===== src/include/cwt_pkg.sv =====
// shared constants and types for the setup word and transmitter enable block
`default_nettype none
package cwt_pkg;
    // width of the nonvolatile setup word and of the register port
    localparam int CWT_WORD_W = 12;
    localparam int CWT_ADDR_W = 12;
    // register offsets
    localparam logic [11:0] CWT_ADDR_SETUP = 12'hFFF;
    localparam logic [11:0] CWT_ADDR_STATUS = 12'h001;
    // setup word field positions
    localparam int CWT_BIT_EXT_RESET = 4;
    localparam int CWT_BIT_CODE_PROT = 3;
    localparam int CWT_BIT_WATCHDOG = 2;
    localparam int CWT_OSC_LSB = 0;
    localparam int CWT_USED_BITS = 5;
    // status register field positions
    localparam int CWT_ST_TX_ENABLE = 0;
    localparam int CWT_ST_ASK_DATA = 1;
    localparam int CWT_ST_PA_ON = 2;
    localparam int CWT_ST_PROG = 3;
    localparam int CWT_ST_READY = 4;
    // reset values
    localparam logic [4:0] CWT_SETUP_RESET = 5'h00;
    localparam logic [11:0] CWT_RDATA_RESET = 12'h000;
    // two flip-flops on every pin input
    localparam int CWT_SYNC_STAGES = 2;

    typedef enum logic [1:0] {
        CWT_OSC_LOW_POWER_CRYSTAL = 2'b00,
        CWT_OSC_CRYSTAL_RESONATOR = 2'b01,
        CWT_OSC_INTERNAL_RC = 2'b10,
        CWT_OSC_EXTERNAL_RC = 2'b11
    } cwt_osc_t;

    // field order matches bits 4 down to 0 of the setup word
    typedef struct packed {
        logic extResetPinEnable;
        logic codeProtectBit;
        logic watchdogEnableBit;
        cwt_osc_t oscSelectField;
    } cwt_setup_t;

    typedef enum logic {
        CWT_LOAD = 1'b0,
        CWT_RUN = 1'b1
    } cwt_state_t;
endpackage

`default_nettype wire


===== src/design/cwt_config_top.sv =====
// setup word holder, option outputs and transmitter mode control
//
// Added by the designer: the strobed register port.
`timescale 1ns/10ps
`default_nettype none
// How it works
// - the setup word is twelve bits wide and feeds oscillator, reset, watchdog and protect.
// - setup bits change at the load after reset and while programming is enabled, never in normal running.
// - bit 4 high enables the reset pin, low holds the internal reset inactive.
// - bit 2 high turns the watchdog on, low turns it off.
// - bit 3 alone decides whether program memory is protected.
// - bits 1 to 0 pick external RC, internal RC, crystal or low power crystal.
// - both crystal modes accept a driven clock on the oscillator input pin.
// - transmitter enable high turns on the transmitter and the reference clock.
// - transmitter enable low puts the transmitter and reference clock in standby.
// - the transmitter enable input carries a weak pull-down.
// - keying data low drops the amplifier output to its minimum.
// - the keying pin acts as the on and off control of the amplifier.
module cwt_config_top
    import cwt_pkg::*;
#(
    parameter int WORD_W = CWT_WORD_W
)
(
    input wire logic clk_sys,
    input wire logic rst,
    input wire logic [WORD_W-1:0] setupWordIn,
    input wire logic progEnableIn,
    input wire logic txEnableIn,
    input wire logic askDataIn,
    input wire logic extResetPinN,
    input wire logic [CWT_ADDR_W-1:0] addr,
    input wire logic [WORD_W-1:0] wrData,
    input wire logic wrStrobe,
    input wire logic rdStrobe,
    output logic [WORD_W-1:0] rdData,
    output logic setupReady,
    output logic extResetRequest,
    output logic watchdogEnable,
    output logic codeProtectOn,
    output cwt_osc_t oscSelect,
    output logic oscInClockAccept,
    output logic txEnableState,
    output logic refClockOutEnable,
    output logic txStandby,
    output logic paKeyOn,
    output logic txEnablePullDown
);
    cwt_state_t state;
    cwt_state_t next_state;
    logic [CWT_USED_BITS-1:0] setupWord;
    logic [CWT_USED_BITS-1:0] next_setupWord;
    logic [WORD_W-1:0] next_rdData;
    logic [3:0] pinSync;
    logic progSync;
    logic txSync;
    logic askSync;
    logic resetPinLow;
    cwt_setup_t setupDec;
    logic crystalDec;
    logic resetReqDec;
    logic hitSetup;
    logic hitStatus;
    logic progWrite;
    logic paOnNext;
    logic [WORD_W-1:0] setupRead;
    logic [WORD_W-1:0] statusRead;

    generate
        if (WORD_W != CWT_WORD_W)
        begin : g_bad_width
            $error("cwt_config_top: setup word must be twelve bits");
        end
    endgenerate

    // every pin passes two flip-flops before use
    cwt_sync2 #(
        .W(4)
    ) u_sync (
        .clk_sys(clk_sys),
        .rst(rst),
        .pinIn({progEnableIn, txEnableIn, askDataIn, ~extResetPinN}),
        .syncOut(pinSync)
    );

    assign progSync = pinSync[3];
    assign txSync = pinSync[2];
    assign askSync = pinSync[1];
    assign resetPinLow = pinSync[0];

    cwt_setup_decode u_decode (
        .setupBits(setupWord),
        .setup(setupDec),
        .crystalMode(crystalDec),
        .extResetRequest(resetReqDec),
        .extResetPinLow(resetPinLow)
    );

    // register decode
    assign hitSetup = (addr == CWT_ADDR_SETUP);
    assign hitStatus = (addr == CWT_ADDR_STATUS);
    assign progWrite = wrStrobe && hitSetup && progSync && (state == CWT_RUN);
    assign paOnNext = txSync & askSync;

    // widen a five-bit field to the bus word, upper bits zero
    function automatic logic [WORD_W-1:0] widen_field(
        input logic [CWT_USED_BITS-1:0] field
    );
        widen_field = {{(WORD_W - CWT_USED_BITS){1'b0}}, field};
    endfunction

    // setup reads zero above bit 4
    assign setupRead = widen_field(setupWord);
    assign statusRead = widen_field({(state == CWT_RUN), progSync, paOnNext, askSync,
        txSync});

    // read mux, unmapped addresses read zero
    assign next_rdData = !rdStrobe ? CWT_RDATA_RESET :
        hitSetup ? setupRead :
        hitStatus ? statusRead : CWT_RDATA_RESET;

    // loader: capture the array once, then only programming may change it
    always_comb
    begin
        next_state = state;
        next_setupWord = setupWord;
        unique case (state)
            CWT_LOAD:
            begin
                next_setupWord = setupWordIn[CWT_USED_BITS-1:0];
                next_state = CWT_RUN;
            end
            CWT_RUN:
            begin
                if (progWrite)
                begin
                    next_setupWord = wrData[CWT_USED_BITS-1:0];
                end
            end
        endcase
    end

    // state and stored setup
    always_ff @(posedge clk_sys)
    begin
        if (rst)
        begin
            state <= CWT_LOAD;
            setupWord <= CWT_SETUP_RESET;
            rdData <= CWT_RDATA_RESET;
        end
        else
        begin
            state <= next_state;
            setupWord <= next_setupWord;
            rdData <= next_rdData;
        end
    end

    // option outputs, registered from the decoded word
    always_ff @(posedge clk_sys)
    begin
        if (rst)
        begin
            setupReady <= 1'b0;
            extResetRequest <= 1'b0;
            watchdogEnable <= 1'b0;
            codeProtectOn <= 1'b0;
            oscSelect <= CWT_OSC_LOW_POWER_CRYSTAL;
            oscInClockAccept <= 1'b0;
        end
        else
        begin
            setupReady <= (state == CWT_RUN);
            extResetRequest <= resetReqDec;
            watchdogEnable <= setupDec.watchdogEnableBit;
            codeProtectOn <= ~setupDec.codeProtectBit;
            oscSelect <= setupDec.oscSelectField;
            oscInClockAccept <= crystalDec;
        end
    end

    // transmitter mode control from the synchronised pins
    always_ff @(posedge clk_sys)
    begin
        if (rst)
        begin
            txEnableState <= 1'b0;
            refClockOutEnable <= 1'b0;
            txStandby <= 1'b1;
            paKeyOn <= 1'b0;
            txEnablePullDown <= 1'b0;
        end
        else
        begin
            txEnableState <= txSync;
            refClockOutEnable <= txSync;
            txStandby <= ~txSync;
            paKeyOn <= paOnNext;
            txEnablePullDown <= 1'b1;
        end
    end

    // checks on the block's outputs and its stored setup word
    a_setup_width_read: assert property (
        @(posedge clk_sys) disable iff (rst)
        (rdStrobe && hitSetup) |=> (rdData[CWT_USED_BITS-1:0] == $past(setupWord)))
        else $error("setup read does not show the stored word");

    a_setup_held_frozen: assert property (
        @(posedge clk_sys) disable iff (rst)
        (state == CWT_RUN && !progSync) |=> (setupWord == $past(setupWord)))
        else $error("setup word changed outside programming");

    a_reset_pin_off: assert property (
        @(posedge clk_sys) disable iff (rst)
        (!setupWord[CWT_BIT_EXT_RESET]) |=> !extResetRequest)
        else $error("reset request while reset pin disabled");

    a_reset_pin_follows: assert property (
        @(posedge clk_sys) disable iff (rst)
        (setupWord[CWT_BIT_EXT_RESET] && resetPinLow) |=> extResetRequest)
        else $error("enabled reset pin ignored");

    a_watchdog_bit_map: assert property (
        @(posedge clk_sys) disable iff (rst)
        ##1 (watchdogEnable == $past(setupWord[CWT_BIT_WATCHDOG])))
        else $error("watchdog enable does not follow bit 2");

    a_code_protect_map: assert property (
        @(posedge clk_sys) disable iff (rst)
        !rst |=> (codeProtectOn == !$past(setupWord[CWT_BIT_CODE_PROT])))
        else $error("code protection does not follow bit 3");

    a_osc_select_map: assert property (
        @(posedge clk_sys) disable iff (rst)
        (setupWord[1:0] == 2'h3) |=> (oscSelect == CWT_OSC_EXTERNAL_RC))
        else $error("oscillator field 11 not decoded as external RC");

    a_crystal_clock_in: assert property (
        @(posedge clk_sys) disable iff (rst)
        !rst |=> (oscInClockAccept == !$past(setupWord[1])))
        else $error("crystal modes must accept a driven clock");

    a_tx_enable_on: assert property (
        @(posedge clk_sys) disable iff (rst)
        txSync |=> (txEnableState && refClockOutEnable && !txStandby))
        else $error("transmitter not enabled while enable is high");

    a_tx_standby_off: assert property (
        @(posedge clk_sys) disable iff (rst)
        (!txSync [*2]) |=> (txStandby && !refClockOutEnable && !paKeyOn))
        else $error("transmitter not in standby while enable is low");

    a_pull_down_on: assert property (
        @(posedge clk_sys) disable iff (rst)
        !rst |=> txEnablePullDown)
        else $error("enable pull-down not active");

    a_ask_zero_min: assert property (
        @(posedge clk_sys) disable iff (rst)
        !askSync |=> !paKeyOn)
        else $error("amplifier on while keying data is low");

    a_ask_key_on: assert property (
        @(posedge clk_sys) disable iff (rst)
        (txSync && askSync) |=> paKeyOn)
        else $error("amplifier off while keyed and enabled");

    a_upper_bits_zero: assert property (
        @(posedge clk_sys) disable iff (rst)
        rdStrobe |=> (rdData[WORD_W-1:CWT_USED_BITS] == '0))
        else $error("setup bits 11 to 5 read nonzero");

    a_osc_internal_rc: assert property (
        @(posedge clk_sys) disable iff (rst)
        (setupWord[1:0] == CWT_OSC_INTERNAL_RC) |=> (oscSelect == CWT_OSC_INTERNAL_RC))
        else $error("oscillator field 10 not decoded as internal RC");

    a_osc_crystal_map: assert property (
        @(posedge clk_sys) disable iff (rst)
        (setupWord[1:0] == CWT_OSC_CRYSTAL_RESONATOR)
            |=> (oscSelect == CWT_OSC_CRYSTAL_RESONATOR))
        else $error("oscillator field 01 not decoded as crystal");

    a_osc_low_power: assert property (
        @(posedge clk_sys) disable iff (rst)
        (setupWord[1:0] == CWT_OSC_LOW_POWER_CRYSTAL)
            |=> (oscSelect == CWT_OSC_LOW_POWER_CRYSTAL))
        else $error("oscillator field 00 not decoded as low power crystal");

    a_read_idle_zero: assert property (
        @(posedge clk_sys) disable iff (rst)
        !rdStrobe |=> (rdData == '0))
        else $error("read data not zero outside a read");

    a_load_takes_word: assert property (
        @(posedge clk_sys) disable iff (rst)
        (!rst && state == CWT_LOAD) |=> (setupWord == $past(setupWordIn[CWT_USED_BITS-1:0])))
        else $error("loader did not take the low setup bits");

    a_prog_write_lands: assert property (
        @(posedge clk_sys) disable iff (rst)
        progWrite |=> (setupWord == $past(wrData[CWT_USED_BITS-1:0])))
        else $error("programming write not stored");

    a_ready_after_load: assert property (
        @(posedge clk_sys) disable iff (rst)
        (!rst && state == CWT_RUN) |=> setupReady)
        else $error("ready flag missing after load");
endmodule
`default_nettype wire


===== src/design/cwt_sync2.sv =====
// two flip-flop synchroniser for pin inputs
`timescale 1ns/10ps
`default_nettype none
module cwt_sync2
    import cwt_pkg::*;
#(
    parameter int W = 1
)
(
    input wire logic clk_sys,
    input wire logic rst,
    input wire logic [W-1:0] pinIn,
    output logic [W-1:0] syncOut
);
    logic [W-1:0] stage1;

    generate
        if (W < 1)
        begin : g_bad
            $error("cwt_sync2: width must be at least one");
        end
    endgenerate

    // first stage is read only by the second
    always_ff @(posedge clk_sys)
    begin
        if (rst)
        begin
            stage1 <= '0;
            syncOut <= '0;
        end
        else
        begin
            stage1 <= pinIn;
            syncOut <= stage1;
        end
    end
endmodule
`default_nettype wire


===== src/design/cwt_setup_decode.sv =====
// decodes the stored setup bits into named settings
`timescale 1ns/10ps
`default_nettype none
module cwt_setup_decode
    import cwt_pkg::*;
(
    input wire logic [CWT_USED_BITS-1:0] setupBits,
    output cwt_setup_t setup,
    output logic crystalMode,
    output logic extResetRequest,
    input wire logic extResetPinLow
);
    // field split, upper word bits never reach here
    assign setup = cwt_setup_t'(setupBits);
    // both crystal modes take a driven clock on the oscillator input
    assign crystalMode = (setup.oscSelectField == CWT_OSC_LOW_POWER_CRYSTAL)
        || (setup.oscSelectField == CWT_OSC_CRYSTAL_RESONATOR);
    // reset pin counts only when enabled, else held inactive
    assign extResetRequest = setup.extResetPinEnable & extResetPinLow;
endmodule
`default_nettype wire


===== config.mk =====
export PLATFORM = sky130hd
export DESIGN_NAME = cwt_config_top
export DESIGN_NICKNAME = d
export VERILOG_FILES = /design/src/include/cwt_pkg.sv /design/src/design/cwt_config_top.sv /design/src/design/cwt_sync2.sv /design/src/design/cwt_setup_decode.sv
export SDC_FILE = /design/constraint.sdc
export NUM_CORES = 1
export LEC_CHECK = 0
export ABC_AREA = 1
export BUFFER_PORTS_ARGS = -buffer_cell sky130_fd_sc_hd__buf_2
export CAP_MARGIN = 5
export CORE_MARGIN = 4
export CORE_UTILIZATION = 44
export CTS_CLUSTER_DIAMETER = 40
export DETAILED_ROUTE_END_ITERATION = 10
export GPL_TIMING_DRIVEN = 0
export HOLD_SLACK_MARGIN = 0.02
export PLACE_DENSITY_LB_ADDON = 0.12
export SLEW_MARGIN = 20
export SYNTH_ARGS = -nofsm -noshare
export SYNTH_HDL_FRONTEND = slang
export SYNTH_HIERARCHICAL = 1
export SYNTH_SLANG_ARGS = --single-unit

===== constraint.sdc =====
create_clock -name clk_sys -period 1.5 [get_ports clk_sys]
set_clock_uncertainty 0.2 [all_clocks]
set_input_delay 0.225 -clock clk_sys [delete_from_list [all_inputs] [get_ports clk_sys]]
set_output_delay 0.225 -clock clk_sys [all_outputs]
set_load 0.01 [all_outputs]

; ---- Yosys cells after proc, flatten, opt, wreduce, memory -nomap -nowiden
; Cells that the tools add are included.
[word_totals]
latchBits = 0
inputBits = 44
n_memories = 0
ff_bits = 36
mem_bits_ro = 0
ram_bits = 0
[classes]
mux = 5
div = 0
reduce_logical = 7
shift = 0
eq_ne = 4
order_cmp = 0
bitwise_logic = 7
n_mul = 0
add_sub_neg = 0
[op_table]
columns = operator, n
row1 = $mux W5, 3
row2 = $eq A12 B1 Y1 const B, 1
row3 = $eq A12 B12 Y1 const B, 1
row4 = $pmux W5 S2, 1
row5 = $not A1 Y1, 5
row6 = $logic_and A1 B1 Y1, 3
row7 = $reduce_or A3 Y1, 1
row8 = $and A1 B1 Y1, 2
row9 = $eq A2 B1 Y1 const B, 1
row10 = $logic_not A2 Y1, 1
row11 = $ne A2 B1 Y1 const B, 1
row12 = $reduce_or A2 Y1, 1
row13 = $logic_or A1 B1 Y1, 1
row14 = $mux W1, 1

; ---- Longest topological paths before layout
; Gate-level depths: netlist of the first run.
[logic_depth]
ltp_word = 6
depth_mapped = 7

; ---- Modules after synthesis
; Netlist of the first run, hierarchy kept.
[modules_own_cells]
columns = mod, n_inst, area_per_inst_um2, cells_per_inst
row1 = cwt_config_top, 1, 1004.7, 138
row2 = cwt_sync2, 1, 231.5, 25
row3 = cwt_setup_decode, 1, 48.8, 8

; ---- Worst setup path before layout of the first run
; No wires, ideal clock.
[synth_timing]
path_kind = register to register
startpoint = register txEnablePullDown (netlist name)
endpoint = register setupWord[0]
required_time_ps = 1185
stages_incl_launch_ff = 6
t_arrival_ps = 875
setup_ps = 115
path_buffers = 2
path_slack_ps = 310
synth_period_minus_slack_ps = 1190
cell_sequence = dfxtp_1 buf_2 buf_2 nand3_1 nand2_1 nor2_1
[synth_rtl]
columns = element, line
row1 = end signal: assignment, cwt_config_top.sv:155  ; setupWord <= next_setupWord;
row2 = end: declaration, cwt_config_top.sv:51  ; logic [CWT_USED_BITS-1:0] setupWord;

; ---- Final worst setup path of the first run
[layout_timing]
startpoint = input port rst
endpoint = register rdData[1]
[layout_via]
elab_chain_len = 1
[layout_rtl]
columns = element, line
row1 = start: declaration, cwt_config_top.sv:26  ; input wire logic rst,
row2 = $reduce_or A2 Y1 (no line), --
row3 = end signal: assignment, cwt_config_top.sv:156  ; rdData <= next_rdData;
row4 = end: declaration, cwt_config_top.sv:36  ; output logic [WORD_W-1:0] rdData,
; Every way passes these cells.
; A chain may end at the register's enable or synchronous reset.

==> flow_summary.yaml, run 1 <==
clocking:
  cts.path.max_buffers: 2
  cts_tree: "yes"
  cts_sinks: 29
  post-cts-setup-buffers: 0
  ctsRootBufferMaster: "clkbuf_4"
  cts.clk_slew.worst_paths_ns: 0.08
  numCtsBuffers: 5
  h-tree-depth: 2
  clock_latency_ns: 0.32
yosys:
  yosys_warnings: 6
  synth_area_um2: 1277
  postSynthAreaPerCell_um2: 7.515
  synthCells: 170
drt:
  via_per_inst: 4.239
  wire_per_inst_um: 9.347
  drcViolationCount: 0
  dr.first_iter.drc_count: 27
  wl_mm: 2.505
  drtAntennaViolNets: 0
  drtPass1Iterations: 5
  vias: 1136
worst_setup_path:
  path_delay_family: "buffers and inverters"
  cp.required_ns: 1.55
  crit_chain: "dlygate4sd3_1 > buf_4 > inv_4 > nand2_1 > inv_1 > o21ai_1 > a21oi_1"
  startpoint_type: "input port"
  worst_ep_arrival_time_ns: 1.46
  slowest_stage: "dlygate4sd3_1"
  cp_slowest_stage_delay_ns: 0.57
  ff2ff_path_depth: 5
  worstSetupPathDepth: 7
  reg2reg_slack_ns: 0.30
  end_kind: "flip-flop"
  critPathBufInv: 4
  worstSetupPathType: "input port to flip-flop"
  worstPathMaxFanout: 10
timing:
  fin_crit_sh_pct: 94.24
  fin_hold_ws_ns: 0.03132
  max_freq_ghz: 0.7074
  slew_violations: 0
  period_needed_ns: 1.414
  setup_violations: 0
  timing_hold_violations_final: 0
floorplan:
  core-area_um2: 2758
  fp.dieW_um: 61.88
  initial_core_util_pct: 46.32
  die_h_um: 61.88
  ioPinCount: 68
  row_count: 19
  dieArea_um2: 3829
finish:
  final_nets: 281
  num_antenna_cells: 0
  drive_above_1_share_pct: 33.76
  area_delta_synth_final_pct: 34.18
power_and_ir_drop:
  power_leakage_nw: 0.9494
  power_mw: 1.493
  ir_worst_vdd_mv: 0.8388
  p_per_area_nw_per_um2: 871.1
min_path:
  min_path_type: "input port to flip-flop"
  hold-path-cell-count: 5
flow_run:
  maxCapViolations: 0
global_routing:
  grt_pass1_vias: 972
  gr-total-overflow: 0
  track_usage_pct: 14.15
  grt_max_degree: 11
  grt_pass1_wl_mm: 3.884
  antenna_found_initial: 0
placement:
  port_buffers: 45
  place.gp.congestion: 0.7751
  post-dp-hpwl_mm: 1.905
status:
  status: "complete, no violations"
## report_power, final
part           switching (mW)  total [mW]  internal [mW]
Sequential             0.0125       0.814          0.802
Combinational           0.111       0.224          0.112
Clock                   0.235       0.455          0.221
Total                   0.359        1.49           1.13
## stage by stage
stage	instances	instance area [µm²]	setup slack, ns	TNS, ns	util [%]
finish	268	1714	0.08645	0	62.16
global route	268	1714	-0.01562	-0.01562	62.16
CTS	268	1709	0.05537	0	61.98
detailed placement	252	1564	0.2085	0	56.72
global placement	252	1564	0.2262	0	56.72
floorplan	176	1300	0.3097	0	-
## registers in the layout, summed over array words and instances, names as in the netlist
| register | count |
|---|---|
| codeProtectOn | 1 |
| setupWord | 5 |
| oscInClockAccept | 1 |
| u_sync/stage1 | 4 |
| watchdogEnable | 1 |
| setupReady | 1 |
| refClockOutEnable | 1 |
| txEnablePullDown | 1 |
| u_sync/syncOut | 4 |
| extResetRequest | 1 |
| rdData | 5 |
| txStandby | 1 |
| paKeyOn | 1 |
| oscSelect | 2 |
## worst register-to-register path: stages, from the launching register on
cell     delay (ns)
dfxtp_1        0.33
buf_2          0.16
buf_2          0.21
nand3_1        0.09
nand2_1        0.07
nor2_1         0.04
## layout make-up
class                           instances  area (µm²)
Buffer                                 16       118.9
Clock buffer                            7       55.05
Fill cell                             261        1044
Inverter                               30       115.1
Multi-Input combinational cell        101       490.5
Sequential cell                        29       580.6
Tap cell                               31       38.79
Timing Repair Buffer                   54       315.3
## timing repair
item / CTS / global route
endpoints found under the hold margin: 18 / 0
resized for setup: 0 / 3
hold buffers: 9 / 0
endpoints found under the setup margin: 0 / 2
## placed cells by master, fill, tap and decap left out, drive strengths merged
cell,instances
o21a,2
clkinv,1
nor2,38
inv,29
and2,2
a21oi,7
dfxtp,29
nand3,7
nand2,33
clkbuf,7
nand4,3
buf,61
conb,7
dlygate4sd3,9
o21ai,2
## final timing paths
| check | end | start |
|---|---|---|
| max reg2reg | setupWord[0] | txEnablePullDown |
| max | rdData[1] | rst |
| min reg2reg | u_sync/syncOut[1] | u_sync/stage1[1] |
| min | setupWord[1] | wrData[1] |
## per-layer routing
metal,share of wire (%),vias up,track usage [%]
li1,-,617,-
met1,39,481,15.89
met2,52,30,23.62
met3,6.7,8,4.959
met4,2.3,0,7.273
met5,0,-,0
Power figures use the tool's default switching activity.
==> run 2, diff against run 1 <==
- clock period: 1.5 -> 1.36 ns (I/O delays scaled with it)
==> run 2 against run 1 <==
Cell count is 4.5% higher. Sequential share of layout area is 2.1 points lower. Combinational power is 22% higher. Largest cell class unchanged. Largest power group unchanged. Highest routed layer unchanged.
==> flow_summary.yaml, run 2 (synthesis results as in run 1) <==
status:
  status: "complete, no violations"
placement:
  post-dp-hpwl_mm: 1.905
  dpl_cell_area_um2: 1564
  place_ws_ns: 0.08954
  dp.cells: 252
  port_buffers: 45
  place.gp.congestion: 0.7751
drt:
  drtAntennaViolNets: 0
  vias: 1209
  dr.first_iter.drc_count: 33
  drcViolationCount: 0
  via_per_inst: 4.318
  wire_per_inst_um: 9.936
  drtPass1Iterations: 4
  wl_mm: 2.782
finish:
  top_regs: "rdData x5, setupWord x5"
  fin_util_pct: 66.52
  nFillCells: 234
  num_antenna_cells: 0
  final_area_um2: 1834
  final_nets: 293
  fin_cells: 280
  layout_common_cells: "buf_2 (48), nor2_1 (34), inv_1 (27), nand2_1 (27), dfxtp_1 (27)"
  final_common_cell: "buf_2"
  area_delta_synth_final_pct: 43.58
  drive_above_1_share_pct: 33.33
worst_setup_path:
  critPathBufInv: 1
  crit_start: "u_sync/syncOut[2]"
  cp_slowest_stage_delay_ns: 0.54
  r2r_start: "u_sync/syncOut[2]"
  slowest_stage: "dlygate4sd3_1"
  end_kind: "flip-flop"
  worstSetupPathType: "flip-flop to flip-flop"
  startpoint_type: "flip-flop"
  crit_chain: "nand2_1 > nor2_1 > dlygate4sd3_1"
  ff2ff_path_depth: 3
  worstPathMaxFanout: 3
  path_delay_family: "buffers and inverters"
  worst_ep_arrival_time_ns: 1.29
  worstSetupPathDepth: 3
  cp.required_ns: 1.36
power_and_ir_drop:
  p_sw_mw: 0.4020
  intPower_mw: 1.272
  power_frac_seq_pct: 53.7
  power_leakage_nw: 1.002
  p_per_area_nw_per_um2: 912.6
  p_clk_share_pct: 30.0
  ir_worst_vdd_mv: 0.9437
  swShare_pct: 24.02
  p_comb_share_pct: 16.4
clocking:
  ctsRootBufferMaster: "clkbuf_4"
  cts_tree: "yes"
  clock_latency_ns: 0.32
  h-tree-depth: 2
  cts.clk_slew.worst_paths_ns: 0.08
  numCtsBuffers: 5
  post-cts-setup-buffers: 0
  cts.path.max_buffers: 2
  cts_sinks: 29
min_path:
  min_path_type: "input port to flip-flop"
  hold-path-cell-count: 4
  hp-start: "rst"
global_routing:
  grt_max_degree: 11
  grt_pass1_vias: 1078
  antenna_found_initial: 0
  track_usage_pct: 15.52
  grt_pass1_wl_mm: 4.264
  gr-total-overflow: 0
floorplan:
  dieArea_um2: 3829
  ioPinCount: 68
  fp.dieW_um: 61.88
  initial_core_util_pct: 46.32
  core-area_um2: 2758
  row_count: 19
  die_h_um: 61.88
timing:
  grt_setup_unrepaired: "no"
  period_needed_ns: 1.290
  setup_violations: 0
  fin_tns_setup_ns: 0
  timing_hold_violations_final: 0
  fin_crit_sh_pct: 94.86
  max_freq_ghz: 0.7752
  setup_ws_ns: 0.06994
  slew_violations: 0
flow_run:
  maxCapViolations: 0
==> run 2: changes by cell type in the layout (fill, tap and decap cells not counted), sizes merged <==
cell,change
dlygate4sd3,+12
==> run 2: power groups by stage <==
stage	registers [mW]	logic, mW	clock network (mW)
global placement	0.917	0.218	0
detailed placement	0.919	0.224	0
floorplan	0.924	0.138	0
finish	0.898	0.274	0.502
global route	0.903	0.306	0.553
CTS	0.898	0.268	0.528
==> run 2: layout make-up <==
| type | count | area, µm² | area share, % |
|---|---|---|---|
| inverters | 30 | 112.6 | 6.139 |
| plain buffers | 16 | 116.4 | 6.344 |
| multi-input cells | 101 | 493.0 | 26.88 |
| well taps | 31 | 38.79 | 2.115 |
| repair buffers | 66 | 435.4 | 23.74 |
| clock buffers | 7 | 55.05 | 3.001 |
| flip-flops and latches | 29 | 583.1 | 31.79 |
==> run 2: final timing paths <==
| check | endpoint | slack (ns) |
|---|---|---|
| min | setupWord[4] | 0.05 |
| max | paKeyOn | 0.07 |
| max reg2reg | paKeyOn | 0.07 |
| min reg2reg | u_sync/syncOut[2] | 0.20 |
==> run 2: repair_timing <==
item,in CTS,in global routing
hold endpoints to repair,23,1
resized for setup,0,3
endpoints found under the setup margin,0,2
hold buffers,21,1
==> run 2: per-stage QoR <==
stage | hold WS [ns] | power (mW)
6_report | 0.04584 | 1.674
5_1_grt | 0.06523 | 1.762
4_1_cts | 0.04174 | 1.694
3_5_place_dp | 0.1950 | 1.143
3_3_place_gp | 0.1919 | 1.135
2_1_floorplan | 0.1110 | 1.062
==> run 2: worst min-delay path, cell delays in order <==
cell     delay [ns]
buf_2          0.14
inv_2          0.08
nand2_1        0.07
nor2_1         0.04
==> run 2: per-layer routing <==
| layer | GRT usage, % | share of wire, % | vias up |
|---|---|---|---|
| met5 | 0 | 0 | - |
| met4 | 9.091 | 3.6 | 0 |
| met3 | 5.372 | 6.3 | 10 |
| met2 | 26.46 | 52 | 35 |
| met1 | 16.52 | 38 | 520 |
| li1 | - | - | 644 |
